--- config.mk ---
export PLATFORM = sky130hd
export DESIGN_NAME = flash_prog_erase_control
export DESIGN_NICKNAME = d
export VERILOG_FILES = /design/src/flash_ctrl_pkg.sv /design/src/write_gate_logic.sv /design/src/bus_slave_lite.sv /design/src/flash_prog_erase_control.sv
export SDC_FILE = /design/constraint.sdc
export NUM_CORES = 1
export LEC_CHECK = 0
export BUFFER_PORTS_ARGS = -buffer_cell sky130_fd_sc_hd__clkbuf_2
export CORE_ASPECT_RATIO = 0.9
export CORE_MARGIN = 4
export CORE_UTILIZATION = 48
export CTS_CLUSTER_DIAMETER = 120
export DETAILED_ROUTE_END_ITERATION = 6
export GPL_TIMING_DRIVEN = 0
export PLACE_DENSITY_LB_ADDON = 0.1
export SLEW_MARGIN = 5
export SYNTH_ARGS = -nofsm -noshare
export SYNTH_HDL_FRONTEND = slang
export SYNTH_SLANG_ARGS = --single-unit
--- constraint.sdc ---
create_clock -name sys_clk_i -period 3.07 [get_ports sys_clk_i]
set_input_delay 0.614 -clock sys_clk_i [delete_from_list [all_inputs] [get_ports sys_clk_i]]
set_output_delay 0.614 -clock sys_clk_i [all_outputs]
set_load 0.1 [all_outputs]
--- src/flash_ctrl_pkg.sv ---
// Package: register map, field positions, reset values and bus codes of the
// flash program/erase control block.
// Assumes a 32-bit AXI4-Lite register bus and one 25 MHz clock.
package flash_ctrl_pkg;

	// Register byte addresses (own choice, one aligned word each)
	localparam logic [3:0] ADDR_MODE_CTRL_ONE = 4'h0;
	localparam logic [3:0] ADDR_MODE_CTRL_TWO = 4'h4;
	localparam logic [3:0] ADDR_SYS_STATE     = 4'h8;

	// Control register one fields
	localparam int HW_GATE_BIT    = 7;
	localparam int SOFT_GATE_BIT  = 6;
	localparam int ERASE_CHK_BIT  = 3;
	localparam int WRITE_CHK_BIT  = 2;
	localparam int ERASE_GO_BIT   = 1;
	localparam int WRITE_GO_BIT   = 0;

	// Control register two fields
	localparam int FAULT_BIT      = 7;
	localparam int ERASE_PREP_BIT = 1;
	localparam int WRITE_PREP_BIT = 0;

	// System state register fields (standby and flash-disabled inputs, read only)
	localparam int SW_STBY_BIT    = 0;
	localparam int HW_STBY_BIT    = 1;
	localparam int FLASH_OFF_BIT  = 2;

	// Reset and read values
	localparam logic [7:0] REG_ZERO      = 8'h00;
	localparam logic [7:0] ONE_RESET_HI  = 8'h80;

	// Operating modes in which on-chip flash is disabled
	localparam logic [3:0] MODE_NO_FLASH_A = 4'h4;
	localparam logic [3:0] MODE_NO_FLASH_B = 4'h5;

	// AXI response codes
	localparam logic [1:0] RESP_OKAY   = 2'h0;
	localparam logic [1:0] RESP_SLVERR = 2'h2;

	// Write access takes two states: one wait state after address and data meet
	localparam int ACCESS_STATES = 2;

	// Write decoder bank size
	localparam int CTRL_BITS = 8;

endpackage : flash_ctrl_pkg

--- src/write_gate_logic.sv ---
// Write gating for the flash control bits: decides per bit whether a
// software write may change it, given the current protection state.
// Assumes it is fed the registered bit values and the pin level.
`timescale 1ns/10ps
module write_gate_logic
	import flash_ctrl_pkg::*;
(
	input  wire logic                 hw_gate_i,
	input  wire logic                 soft_gate_i,
	input  wire logic                 erase_prep_i,
	input  wire logic                 write_prep_i,
	input  wire logic                 fault_i,
	output logic [CTRL_BITS-1:0]      one_mask_o,
	output logic [CTRL_BITS-1:0]      two_mask_o
);

	//------------------------------------------------------------
	// Enable terms
	//------------------------------------------------------------
	logic both_gates;
	logic [CTRL_BITS-1:0] one_need;

	// Error protection also blocks the go bits
	always_comb
	begin
		both_gates = hw_gate_i & soft_gate_i;
		one_need                = '0;
		one_need[SOFT_GATE_BIT] = hw_gate_i;
		one_need[ERASE_CHK_BIT] = both_gates;
		one_need[WRITE_CHK_BIT] = both_gates;
		one_need[ERASE_GO_BIT]  = both_gates & erase_prep_i & ~fault_i;
		one_need[WRITE_GO_BIT]  = both_gates & write_prep_i & ~fault_i;
	end

	// One mask bit per field; reserved and read-only bits stay zero
	genvar gi;
	generate
		for (gi = 0; gi < CTRL_BITS; gi++)
		begin : g_mask
			assign one_mask_o[gi] = one_need[gi];
			assign two_mask_o[gi] = ((gi == ERASE_PREP_BIT) || (gi == WRITE_PREP_BIT))
				? (both_gates & ~fault_i) : 1'b0;
		end
	endgenerate

endmodule : write_gate_logic

--- src/bus_slave_lite.sv ---
// AXI4-Lite slave front end: takes write address and data in either order,
// inserts one wait state, and returns a byte-wide register access.
// Assumes one outstanding write and one outstanding read from the master.
`timescale 1ns/10ps
module bus_slave_lite
	import flash_ctrl_pkg::*;
(
	input  wire logic        sys_clk_i,
	input  wire logic        rst_n_i,
	input  wire logic [3:0]  awaddr_i,
	input  wire logic        awvalid_i,
	output logic             awready_o,
	input  wire logic [31:0] wdata_i,
	input  wire logic [3:0]  wstrb_i,
	input  wire logic        wvalid_i,
	output logic             wready_o,
	output logic [1:0]       bresp_o,
	output logic             bvalid_o,
	input  wire logic        bready_i,
	input  wire logic [3:0]  araddr_i,
	input  wire logic        arvalid_i,
	output logic             arready_o,
	output logic [31:0]      rdata_o,
	output logic [1:0]       rresp_o,
	output logic             rvalid_o,
	input  wire logic        rready_i,
	output logic             wr_pulse_o,
	output logic [3:0]       wr_addr_o,
	output logic [7:0]       wr_data_o,
	output logic [3:0]       rd_addr_o,
	input  wire logic [7:0]  rd_data_i,
	input  wire logic        rd_ok_i,
	input  wire logic        wr_ok_i
);

	typedef struct packed {
		logic        aw_got;
		logic        w_got;
		logic [3:0]  waddr;
		logic [7:0]  wdata;
		logic        wbyte;
		logic        wwait;
		logic        wr_pulse;
		logic        bvalid;
		logic [1:0]  bresp;
		logic        ar_got;
		logic [3:0]  raddr;
		logic        rvalid;
		logic [1:0]  rresp;
		logic [31:0] rdata;
	} slave_state_type;

	slave_state_type st_ff;
	slave_state_type nxt_st;

	//------------------------------------------------------------
	// Channel handling
	//------------------------------------------------------------
	// Only byte lane 0 may be written: byte access only
	always_comb
	begin
		nxt_st          = st_ff;
		nxt_st.wr_pulse = 1'b0;
		if (awvalid_i && !st_ff.aw_got && !st_ff.bvalid)
		begin
			nxt_st.aw_got = 1'b1;
			nxt_st.waddr  = awaddr_i;
		end
		if (wvalid_i && !st_ff.w_got && !st_ff.bvalid)
		begin
			nxt_st.w_got = 1'b1;
			nxt_st.wdata = wdata_i[7:0];
			nxt_st.wbyte = (wstrb_i == 4'h1);
		end
		// Wait state so every write access spans two states
		if (st_ff.aw_got && st_ff.w_got && !st_ff.wwait)
		begin
			nxt_st.wwait = 1'b1;
		end
		if (st_ff.wwait)
		begin
			nxt_st.wwait    = 1'b0;
			nxt_st.aw_got   = 1'b0;
			nxt_st.w_got    = 1'b0;
			nxt_st.wr_pulse = st_ff.wbyte & wr_ok_i;
			nxt_st.bvalid   = 1'b1;
			nxt_st.bresp    = (st_ff.wbyte && wr_ok_i) ? RESP_OKAY : RESP_SLVERR;
		end
		if (st_ff.bvalid && bready_i)
		begin
			nxt_st.bvalid = 1'b0;
		end
		// Read: address taken, data returned next cycle
		if (arvalid_i && !st_ff.ar_got && !st_ff.rvalid)
		begin
			nxt_st.ar_got = 1'b1;
			nxt_st.raddr  = araddr_i;
		end
		if (st_ff.ar_got)
		begin
			nxt_st.ar_got = 1'b0;
			nxt_st.rvalid = 1'b1;
			nxt_st.rdata  = {24'h000000, rd_data_i};
			nxt_st.rresp  = rd_ok_i ? RESP_OKAY : RESP_SLVERR;
		end
		if (st_ff.rvalid && rready_i)
		begin
			nxt_st.rvalid = 1'b0;
		end
	end

	// State register
	always_ff @(posedge sys_clk_i or negedge rst_n_i)
	begin
		if (!rst_n_i)
			st_ff <= '0;
		else
			st_ff <= nxt_st;
	end

	assign awready_o  = ~st_ff.aw_got & ~st_ff.bvalid;
	assign wready_o   = ~st_ff.w_got & ~st_ff.bvalid;
	assign bvalid_o   = st_ff.bvalid;
	assign bresp_o    = st_ff.bresp;
	assign arready_o  = ~st_ff.ar_got & ~st_ff.rvalid;
	assign rvalid_o   = st_ff.rvalid;
	assign rresp_o    = st_ff.rresp;
	assign rdata_o    = st_ff.rdata;
	assign wr_pulse_o = st_ff.wr_pulse;
	assign wr_addr_o  = st_ff.waddr;
	assign wr_data_o  = st_ff.wdata;
	assign rd_addr_o  = st_ff.raddr;

endmodule : bus_slave_lite

--- src/flash_prog_erase_control.sv ---
// Flash program/erase control: two byte-wide mode control registers with
// hardware/software write gating, setup bits, sticky fault flag and
// standby handling, reached over AXI4-Lite.
// Assumes pin, mode and standby inputs are synchronous to sys_clk_i.
`timescale 1ns/10ps
module flash_prog_erase_control
	import flash_ctrl_pkg::*;
(
	input  wire logic        sys_clk_i,
	input  wire logic        rst_n_i,
	input  wire logic        hw_write_gate_i,
	input  wire logic [3:0]  op_mode_i,
	input  wire logic        hw_standby_i,
	input  wire logic        sw_standby_i,
	input  wire logic        op_fail_i,
	input  wire logic        flash_reg_select_i,
	input  wire logic [3:0]  s_axi_awaddr_i,
	input  wire logic        s_axi_awvalid_i,
	output logic             s_axi_awready_o,
	input  wire logic [31:0] s_axi_wdata_i,
	input  wire logic [3:0]  s_axi_wstrb_i,
	input  wire logic        s_axi_wvalid_i,
	output logic             s_axi_wready_o,
	output logic [1:0]       s_axi_bresp_o,
	output logic             s_axi_bvalid_o,
	input  wire logic        s_axi_bready_i,
	input  wire logic [3:0]  s_axi_araddr_i,
	input  wire logic        s_axi_arvalid_i,
	output logic             s_axi_arready_o,
	output logic [31:0]      s_axi_rdata_o,
	output logic [1:0]       s_axi_rresp_o,
	output logic             s_axi_rvalid_o,
	input  wire logic        s_axi_rready_i,
	output logic             write_mode_o,
	output logic             erase_mode_o,
	output logic             write_check_mode_o,
	output logic             erase_check_mode_o,
	output logic             flash_fault_flag_o,
	output logic             write_allowed_o
);

	//------------------------------------------------------------
	// State
	//------------------------------------------------------------
	typedef struct packed {
		logic hw_write_gate;
		logic soft_write_gate;
		logic erase_check_mode;
		logic write_check_mode;
		logic erase_go;
		logic write_go;
		logic flash_fault_flag;
		logic erase_prep;
		logic write_prep;
	} ctrl_state_type;

	ctrl_state_type st_ff;
	ctrl_state_type nxt_st;

	logic             wr_pulse;
	logic [3:0]       wr_addr;
	logic [7:0]       wr_data;
	logic [3:0]       rd_addr;
	logic [7:0]       rd_data;
	logic             rd_ok;
	logic             wr_ok;
	logic             flash_off;
	logic [CTRL_BITS-1:0] one_mask;
	logic [CTRL_BITS-1:0] two_mask;
	logic [7:0]       reg_one;
	logic [7:0]       reg_two;
	logic [7:0]       sys_state;

	//------------------------------------------------------------
	// Submodules
	//------------------------------------------------------------
	bus_slave_lite u_bus (
		.sys_clk_i  (sys_clk_i),
		.rst_n_i    (rst_n_i),
		.awaddr_i   (s_axi_awaddr_i),
		.awvalid_i  (s_axi_awvalid_i),
		.awready_o  (s_axi_awready_o),
		.wdata_i    (s_axi_wdata_i),
		.wstrb_i    (s_axi_wstrb_i),
		.wvalid_i   (s_axi_wvalid_i),
		.wready_o   (s_axi_wready_o),
		.bresp_o    (s_axi_bresp_o),
		.bvalid_o   (s_axi_bvalid_o),
		.bready_i   (s_axi_bready_i),
		.araddr_i   (s_axi_araddr_i),
		.arvalid_i  (s_axi_arvalid_i),
		.arready_o  (s_axi_arready_o),
		.rdata_o    (s_axi_rdata_o),
		.rresp_o    (s_axi_rresp_o),
		.rvalid_o   (s_axi_rvalid_o),
		.rready_i   (s_axi_rready_i),
		.wr_pulse_o (wr_pulse),
		.wr_addr_o  (wr_addr),
		.wr_data_o  (wr_data),
		.rd_addr_o  (rd_addr),
		.rd_data_i  (rd_data),
		.rd_ok_i    (rd_ok),
		.wr_ok_i    (wr_ok)
	);

	write_gate_logic u_gate (
		.hw_gate_i    (st_ff.hw_write_gate),
		.soft_gate_i  (st_ff.soft_write_gate),
		.erase_prep_i (st_ff.erase_prep),
		.write_prep_i (st_ff.write_prep),
		.fault_i      (st_ff.flash_fault_flag),
		.one_mask_o   (one_mask),
		.two_mask_o   (two_mask)
	);

	//------------------------------------------------------------
	// Register views
	//------------------------------------------------------------
	// Disabled-flash modes hide both registers
	always_comb
	begin
		flash_off = (op_mode_i == MODE_NO_FLASH_A) || (op_mode_i == MODE_NO_FLASH_B);
		reg_one   = REG_ZERO;
		reg_one[HW_GATE_BIT]   = st_ff.hw_write_gate;
		reg_one[SOFT_GATE_BIT] = st_ff.soft_write_gate;
		reg_one[ERASE_CHK_BIT] = st_ff.erase_check_mode;
		reg_one[WRITE_CHK_BIT] = st_ff.write_check_mode;
		reg_one[ERASE_GO_BIT]  = st_ff.erase_go;
		reg_one[WRITE_GO_BIT]  = st_ff.write_go;
		reg_two = REG_ZERO;
		reg_two[FAULT_BIT]      = st_ff.flash_fault_flag;
		reg_two[ERASE_PREP_BIT] = st_ff.erase_prep;
		reg_two[WRITE_PREP_BIT] = st_ff.write_prep;
		sys_state = REG_ZERO;
		sys_state[SW_STBY_BIT]   = sw_standby_i;
		sys_state[HW_STBY_BIT]   = hw_standby_i;
		sys_state[FLASH_OFF_BIT] = flash_off;
		// Unmapped write addresses get an error response, not a silent drop
		wr_ok = (wr_addr == ADDR_MODE_CTRL_ONE) || (wr_addr == ADDR_MODE_CTRL_TWO) ||
			(wr_addr == ADDR_SYS_STATE);
		rd_ok   = 1'b1;
		rd_data = REG_ZERO;
		case (rd_addr)
			ADDR_MODE_CTRL_ONE: rd_data = flash_off ? REG_ZERO : reg_one;
			ADDR_MODE_CTRL_TWO: rd_data = flash_off ? REG_ZERO : reg_two;
			ADDR_SYS_STATE:     rd_data = sys_state;
			default:            rd_ok   = 1'b0;
		endcase
	end

	//------------------------------------------------------------
	// Control bit update
	//------------------------------------------------------------
	// Writes land only where the gate mask allows; the fault set wins
	always_comb
	begin
		nxt_st = st_ff;
		nxt_st.hw_write_gate = hw_write_gate_i;
		if (wr_pulse && !flash_off && flash_reg_select_i)
		begin
			if (wr_addr == ADDR_MODE_CTRL_ONE)
			begin
				if (one_mask[SOFT_GATE_BIT])
					nxt_st.soft_write_gate = wr_data[SOFT_GATE_BIT];
				if (one_mask[ERASE_CHK_BIT])
					nxt_st.erase_check_mode = wr_data[ERASE_CHK_BIT];
				if (one_mask[WRITE_CHK_BIT])
					nxt_st.write_check_mode = wr_data[WRITE_CHK_BIT];
				if (one_mask[ERASE_GO_BIT])
					nxt_st.erase_go = wr_data[ERASE_GO_BIT];
				if (one_mask[WRITE_GO_BIT])
					nxt_st.write_go = wr_data[WRITE_GO_BIT];
			end
			else if (wr_addr == ADDR_MODE_CTRL_TWO)
			begin
				if (two_mask[ERASE_PREP_BIT])
					nxt_st.erase_prep = wr_data[ERASE_PREP_BIT];
				if (two_mask[WRITE_PREP_BIT])
					nxt_st.write_prep = wr_data[WRITE_PREP_BIT];
			end
		end
		// Sticky fault: no write path clears it
		if (op_fail_i && (st_ff.write_go || st_ff.erase_go))
			nxt_st.flash_fault_flag = 1'b1;
		if (st_ff.flash_fault_flag || nxt_st.flash_fault_flag)
		begin
			nxt_st.write_go   = 1'b0;
			nxt_st.erase_go   = 1'b0;
		end
		// Protection or software standby drops the prep bits
		if (sw_standby_i || !hw_write_gate_i || !nxt_st.soft_write_gate)
		begin
			nxt_st.erase_prep = 1'b0;
			nxt_st.write_prep = 1'b0;
		end
		// Pin low or soft gate low: nothing may write or erase
		if (!hw_write_gate_i || !nxt_st.soft_write_gate)
		begin
			nxt_st.write_go = 1'b0;
			nxt_st.erase_go = 1'b0;
		end
		// Standby reinitialises register one to the pin level
		if (sw_standby_i || hw_standby_i)
		begin
			nxt_st.soft_write_gate  = 1'b0;
			nxt_st.erase_check_mode = 1'b0;
			nxt_st.write_check_mode = 1'b0;
			nxt_st.write_go         = 1'b0;
			nxt_st.erase_go         = 1'b0;
		end
		if (hw_standby_i)
		begin
			nxt_st.flash_fault_flag = 1'b0;
			nxt_st.erase_prep       = 1'b0;
			nxt_st.write_prep       = 1'b0;
		end
	end

	// State register; the pin is caught on the first edge after release
	always_ff @(posedge sys_clk_i or negedge rst_n_i)
	begin
		if (!rst_n_i)
			st_ff <= '0;
		else
			st_ff <= nxt_st;
	end

	//------------------------------------------------------------
	// Outputs, all from flip-flops
	//------------------------------------------------------------
	assign write_mode_o       = st_ff.write_go;
	assign erase_mode_o       = st_ff.erase_go;
	assign write_check_mode_o = st_ff.write_check_mode;
	assign erase_check_mode_o = st_ff.erase_check_mode;
	assign flash_fault_flag_o = st_ff.flash_fault_flag;
	assign write_allowed_o    = st_ff.soft_write_gate;

	//------------------------------------------------------------
	// Checks
	//------------------------------------------------------------
	a_pin_tracks: assert property (@(posedge sys_clk_i) disable iff (!rst_n_i)
		$past(rst_n_i) |-> st_ff.hw_write_gate == $past(hw_write_gate_i))
		else $error("pin status lags");
	a_soft_blocked: assert property (@(posedge sys_clk_i) disable iff (!rst_n_i)
		$rose(st_ff.soft_write_gate) |-> $past(st_ff.hw_write_gate))
		else $error("soft gate set, pin low");
	a_check_gate: assert property (@(posedge sys_clk_i) disable iff (!rst_n_i)
		$rose(st_ff.write_check_mode) |-> $past(st_ff.soft_write_gate && st_ff.hw_write_gate))
		else $error("check bit set without gates");
	a_erase_go: assert property (@(posedge sys_clk_i) disable iff (!rst_n_i)
		$rose(st_ff.erase_go) |-> $past(st_ff.erase_prep)) else $error("erase go without prep");
	a_write_go: assert property (@(posedge sys_clk_i) disable iff (!rst_n_i)
		$rose(st_ff.write_go) |-> $past(st_ff.write_prep)) else $error("write go without prep");
	a_off_reads: assert property (@(posedge sys_clk_i) disable iff (!rst_n_i)
		flash_off && rd_addr == ADDR_MODE_CTRL_ONE |-> rd_data == REG_ZERO)
		else $error("disabled read not zero");
	a_prep_clear: assert property (@(posedge sys_clk_i) disable iff (!rst_n_i)
		sw_standby_i |=> !st_ff.erase_prep && !st_ff.write_prep) else $error("prep kept in standby");
	a_fault_sticky: assert property (@(posedge sys_clk_i) disable iff (!rst_n_i)
		st_ff.flash_fault_flag && !hw_standby_i |=> st_ff.flash_fault_flag)
		else $error("fault flag cleared");
	a_no_write_go: assert property (@(posedge sys_clk_i) disable iff (!rst_n_i)
		!st_ff.soft_write_gate |-> !st_ff.write_go && !st_ff.erase_go) else $error("go without gate");
	a_erase_chk_gate: assert property (@(posedge sys_clk_i) disable iff (!rst_n_i)
		$rose(st_ff.erase_check_mode) |-> $past(st_ff.soft_write_gate && st_ff.hw_write_gate))
		else $error("erase check set without gates");
	a_prep_gate: assert property (@(posedge sys_clk_i) disable iff (!rst_n_i)
		$rose(st_ff.write_prep) |-> $past(st_ff.soft_write_gate && st_ff.hw_write_gate))
		else $error("prep set without gates");
	a_fault_set: assert property (@(posedge sys_clk_i) disable iff (!rst_n_i)
		op_fail_i && (st_ff.write_go || st_ff.erase_go) && !hw_standby_i
		|=> st_ff.flash_fault_flag) else $error("fault flag not set");
	a_hard_stby: assert property (@(posedge sys_clk_i) disable iff (!rst_n_i)
		hw_standby_i |=> !st_ff.flash_fault_flag && !st_ff.erase_prep && !st_ff.write_prep)
		else $error("register two kept in standby");

	c_write_mode: cover property (@(posedge sys_clk_i) disable iff (!rst_n_i) $rose(st_ff.write_go));
	c_erase_mode: cover property (@(posedge sys_clk_i) disable iff (!rst_n_i) $rose(st_ff.erase_go));
	c_fault:      cover property (@(posedge sys_clk_i) disable iff (!rst_n_i) $rose(st_ff.flash_fault_flag));
	c_write_check: cover property (@(posedge sys_clk_i) disable iff (!rst_n_i)
		$rose(st_ff.write_check_mode));
	c_erase_check: cover property (@(posedge sys_clk_i) disable iff (!rst_n_i)
		$rose(st_ff.erase_check_mode));

endmodule : flash_prog_erase_control

=== After elaboration in Yosys (flattened, before gate mapping) ===
Index checks and enable logic that the tools add are counted.

* Bitwise operators: 16
* Reductions and logical operators: 54
* Muxes and demuxes: 34
* Eq/ne operators: 8

{| class="wikitable"
|+ Operators with widths
! operator !! number
|-
| 2-to-1 mux 35 bit || 1
|-
| 2-to-1 mux 5 bit || 5
|-
| one-hot mux 8 bit (3 select lines) || 1
|-
| 2-to-1 mux 2 bit || 9
|-
| equality test 4 x 3 -> 1 bit, second input constant || 4
|-
| 2-to-1 mux 8 bit || 2
|-
| nonzero test 2 bit || 8
|-
| nonzero test 4 bit || 4
|-
| 2-to-1 mux 1 bit || 15
|-
| logical AND 1 bit || 14
|-
| AND 1 bit || 10
|-
| zero test 1 bit || 9
|-
| logical OR 1 bit || 9
|-
| AND reduction 3 bit || 3
|-
| nonzero test 3 bit || 3
|-
| equality test 4 bit, second input constant || 2
|-
| zero test 4 bit || 2
|-
| inverter 1 bit || 6
|-
| equality test 4 x 1 -> 1 bit, second input constant || 1
|-
| AND reduction 4 bit || 1
|-
| 2-to-1 mux 3 bit || 1
|-
| inequality test 3 x 2 -> 1 bit, second input constant || 1
|-
| OR reduction 3 bit || 1
|}

* Register bits after elaboration: 44
* Output and inout bits: 47
* Word-level logic and storage cells: 135
* Input port bits: 60

=== Longest topological paths before layout ===
* Word-level depth: 10
* Depth in mapped cells: 4
* Gate-level depth less buffers: 4

=== Hierarchy ===
From an unflattened synthesis, not the netlist that was laid out.

* Cells, all modules: 214
* Area total of the unflattened synthesis: 2446.1 sq um

{| class="wikitable"
|+ Modules (own cells, without submodules)
! module !! area an instance (sq um) !! cells an instance !! times used !! seq. area each (sq um)
|-
| bus_slave_lite || 1720.4 || 135 || 1 || 850.8
|-
| flash_prog_erase_control || 588.1 || 61 || 1 || 225.2
|-
| write_gate_logic || 137.6 || 18 || 1 || 0.0
|}

=== Worst setup path after synthesis ===
Ideal clock, no wire load.

* Kind: register to register
* Start: register u_bus.st_ff (netlist bit u_bus.rvalid_o)
* End: register u_bus.st_ff (netlist bit u_bus.rd_addr_o[0])
* Slack: -0.031 ns
* Stages on the path, launching flop included: 5
* Buffers on the path: 1
* Required time: 2.945 ns
* Library setup time: 0.125 ns
* Arrival: 2.976 ns
* Clock period less this slack: 3.101 ns
* Path through: dfrtp_1 nor2_1 and2_1 clkbuf_1 mux2_2

* Cells in the longest elaborated chain, start to end: 2

{| class="wikitable"
|+ RTL lines
! what !! line !! source
|-
| from (decl) || bus_slave_lite.sv:53 || <nowiki>slave_state_type st_ff;</nowiki>
|-
| from (signal assigned) || bus_slave_lite.sv:118 || <nowiki>st_ff <= nxt_st;</nowiki>
|-
| zero test 1 bit || bus_slave_lite.sv:94 || <nowiki>if (arvalid_i && !st_ff.ar_got && !st_ff.rvalid)</nowiki>
|-
| logical AND 1 bit || bus_slave_lite.sv:94 ||
|}

Every way passes these cells.
A chain may end at the register's enable or synchronous reset.

=== Worst setup path in the final report ===
* Start: register u_bus.st_ff (netlist bit u_bus.bvalid_o)
* End: output s_axi_awready_o

* Cells in the longest elaborated chain, start to end: 2

{| class="wikitable"
|+ RTL lines
! what !! line !! source
|-
| inverter 1 bit || bus_slave_lite.sv:121 || <nowiki>assign awready_o = ~st_ff.aw_got & ~st_ff.bvalid;</nowiki>
|-
| AND 1 bit || bus_slave_lite.sv:121 ||
|-
| to (decl) || flash_prog_erase_control.sv:19 || <nowiki>output logic s_axi_awready_o,</nowiki>
|}

Every way passes these cells.

==> results.tsv <==
metric	value	unit
Post-DP Area	2370	µm²
Port Buf Inserts	50	
Initial Utilization	0.511	
f_max	517	MHz
Synth Area per Inst	11.7	µm²
worst min path class	input port to async pin	
initial antenna violation count	0	
Clock Pin Slew Worst Setup and Hold Paths	0.07	ns
met2 GRT Util	0.216	
CP Buf/Inv Count	1	
DRC errors left	0	
CTS Buf Count	5	
CTS tree	built	
YS warnings	0	
Root Driver	clkbuf_8	
Leakage	1.27	nW
Longest Clk Path Bufs	2	
setup_tns	0	ns
Seq/Total Area, Yosys	0.485	
largest net degree at the start of global routing	39	
share of layout cells above drive strength 1	0.484	
mapped cell area	1960	µm²
Setup crit start kind	flop	
first-pass GRT wire length	5580	µm
async set-reset flop share out of synthesis	1.00	
Net Sw Frac	0.443	
area leader, netlist	dfrtp_1	
top_reg_cell synth	dfrtp_1	
Max Clock Skew	0.0122	ns
initial DRC count	27	
min cycle time layout	1.93	ns
part of the power in registers	0.372	
Synth top area share	0.485	
worst stage delay on the critical path	0.46	ns
Congestion Overflow GR	0	
data arrival time of the worst path	1.32	ns
Vias	1345	
number of synthesized flops with an enable pin	0	
number of clock sinks	38	
die height	68.6	µm
drt first pass iters	4	
# rows	21	
Max Cap Violations	0	
worst-margin pin slew	0.913	ns
Ports	107	
met1 Use GR	0.199	
total power	2.03	mW
cell area after layout	2480	µm²
drt total wl	3540	µm
Core Box Area	3840	µm²
met3 usage	0.0536	
DR WL/cell	11.9	µm
Post-Syn Instances	168	
vias in the first global route	1228	
Synth Register Bits	38	
RSZ-0062 raised after global routing	false	
Yosys cell types	33	
clock share of power	0.210	
ant diodes	0	
Filler cells	327	
cts repair resizes	0	
cts hold-fix bufs	0	
area growth from synthesis to final layout	26.8	%
Sw Pwr	0.898	mW
crit path cell chain	nor2_1, clkbuf_2	
Worst-Skew Late Latency	0.29	ns
Internal Pwr Total	1.13	mW
ranking of synthesized cells by area	dfrtp_1 49%, buf_4 14%, mux2_2 9.8%	
Placer Congestion	0.781	
Total GRT Usage	0.145	
slowest CP cell	clkbuf_2	
Period Utilization, post-route	0.630	
setup bufs post-CTS	0	
Worst Path Max Fanout	6	
H-tree levels	2	
outcome	complete, no violations	
Critical Path End Type	output pin	
critical path data required time	2.46	ns
gr busiest metal	met2	
NumNets Final	312	
Final HPWL DP	2790	µm
combinational share of power	0.418	
Power per Cell Area	816	nW/µm²
CP Class	flop to output pin	
DRT antenna net count	0	
Peak VDD IR	0.609	mV
Via density	4.51	
final setup fails	0	
DIE WIDTH	75.3	µm
Hold Vio Cnt, Final	0	
Slew Viols, Final	0	
Slew headroom	0.391	
Crit path max-delay family	buffers and inverters	
die area	5170	µm²
-- registers in the layout, indices dropped and copies added, names as in the netlist, 2 cells and up --
signal           cells
reg_two              2
u_bus.wr_data_o      5
u_bus.st_ff          5
u_bus.rdata_o        6
u_bus.rd_addr_o      4
u_bus.wr_addr_o      4
-- cell usage in the layout (no fill, tap or decap) --
cell,count
clkbuf_2,50
dfrtp_1,38
buf_4,36
conb_1,28
mux2_2,17
nor2_1,12
nand2_1,9
mux2i_1,8
clkbuf_8,6
a22o_1,4
o21ai_0,3
nor3_2,3
a21oi_1,3
nor4_1,3
a211oi_1,2
nand2b_1,2
nand3_1,2
nor3b_2,2
inv_1,2
clkbuf_1,2
and3_1,2
a221o_1,2
nand4bb_1,2
or2_4,1
nor2_2,1
nor2b_1,1
nand4b_2,1
nor3b_4,1
nor4_4,1
mux2_4,1
nand3b_1,1
nor4_2,1
and2_1,1
nor4b_1,1
or3b_1,1
nor3_1,1
bufinv_16,1
-- final timing paths --
check / from / endpoint / slack [ns] / cells past startpoint
worst max-delay path: u_bus.bvalid_o$_DFFE_PN0P_ / s_axi_awready_o / 1.14 / 2
worst min-delay path: rst_n_i / u_bus.rdata_o[7]$_DFFE_PN0P_ / 0.44 / 1
worst max register to register: u_bus.wr_addr_o[1]$_DFFE_PN0P_ / write_mode_o$_DFFE_PN0P_ / 1.45 / 4
worst min register to register: u_bus.wr_addr_o[3]$_DFFE_PN0P_ / u_bus.wr_pulse_o$_DFF_PN0_ / 0.49 / 1
max in group asynchronous: rst_n_i / u_bus.wr_data_o[6]$_DFFE_PN0P_ / 2.05 / 1
min in group sys_clk_i: hw_write_gate_i / reg_one[7]$_DFF_PN0_ / 0.47 / 1
-- metrics by stage --
step                utilization  cells  hold WS, ns  setup slack [ns]
finish                    0.647    298        0.445              1.14
global route              0.647    298        0.465              1.06
CTS                       0.647    298        0.464              1.12
detailed placement        0.618    291        0.489              1.23
global placement          0.618    291        0.487              1.23
floorplan                     -    195        0.318             0.246
-- logic make-up after synthesis --
kind of cell | count (synthesis) | synth area share
other | 1 | 0.00191
AND/OR/NAND/NOR | 49 | 0.170
multiplexers | 26 | 0.146
flip-flops | 38 | 0.485
buffers and inverters | 40 | 0.146
AO/OA/AOI/OAI | 14 | 0.0511
-- power groups by stage --
stage               registers (mW)  logic, mW  clock network, mW
detailed placement           0.764      0.852                  0
global route                 0.776      0.902              0.461
floorplan                    0.801      0.680                  0
finish                       0.754      0.848              0.425
global placement             0.759      0.844                  0
CTS                          0.755      0.854              0.431
-- synth_stat cells, types with 3 or more instances --
library cell,count
dfrtp_1,38
o21ai_0,3
buf_4,36
nand2_1,9
nor3_2,3
nor4_1,3
mux2i_1,8
a22o_1,4
nor2_1,13
mux2_2,17
a21oi_1,3
-- final cells by class --
type                       count  area [µm²]  area share
multi-input combinational    117         827       0.333
tap                           46        57.6      0.0232
sequential                    38         951       0.383
inverter                       2        7.51     0.00302
buffer                        38         278       0.112
clock buffer                   6        82.6      0.0332
clock inverter                 1        30.0      0.0121
timing repair buffer          50         250       0.101
-- routing by layer --
layer | share of wire | up-vias
li1 | - | 688
met1 | 0.46 | 593
met2 | 0.42 | 58
met3 | 0.10 | 6
met4 | 0.011 | 0
met5 | 0 | -
Note: power is estimated with default switching activity, not from simulation.
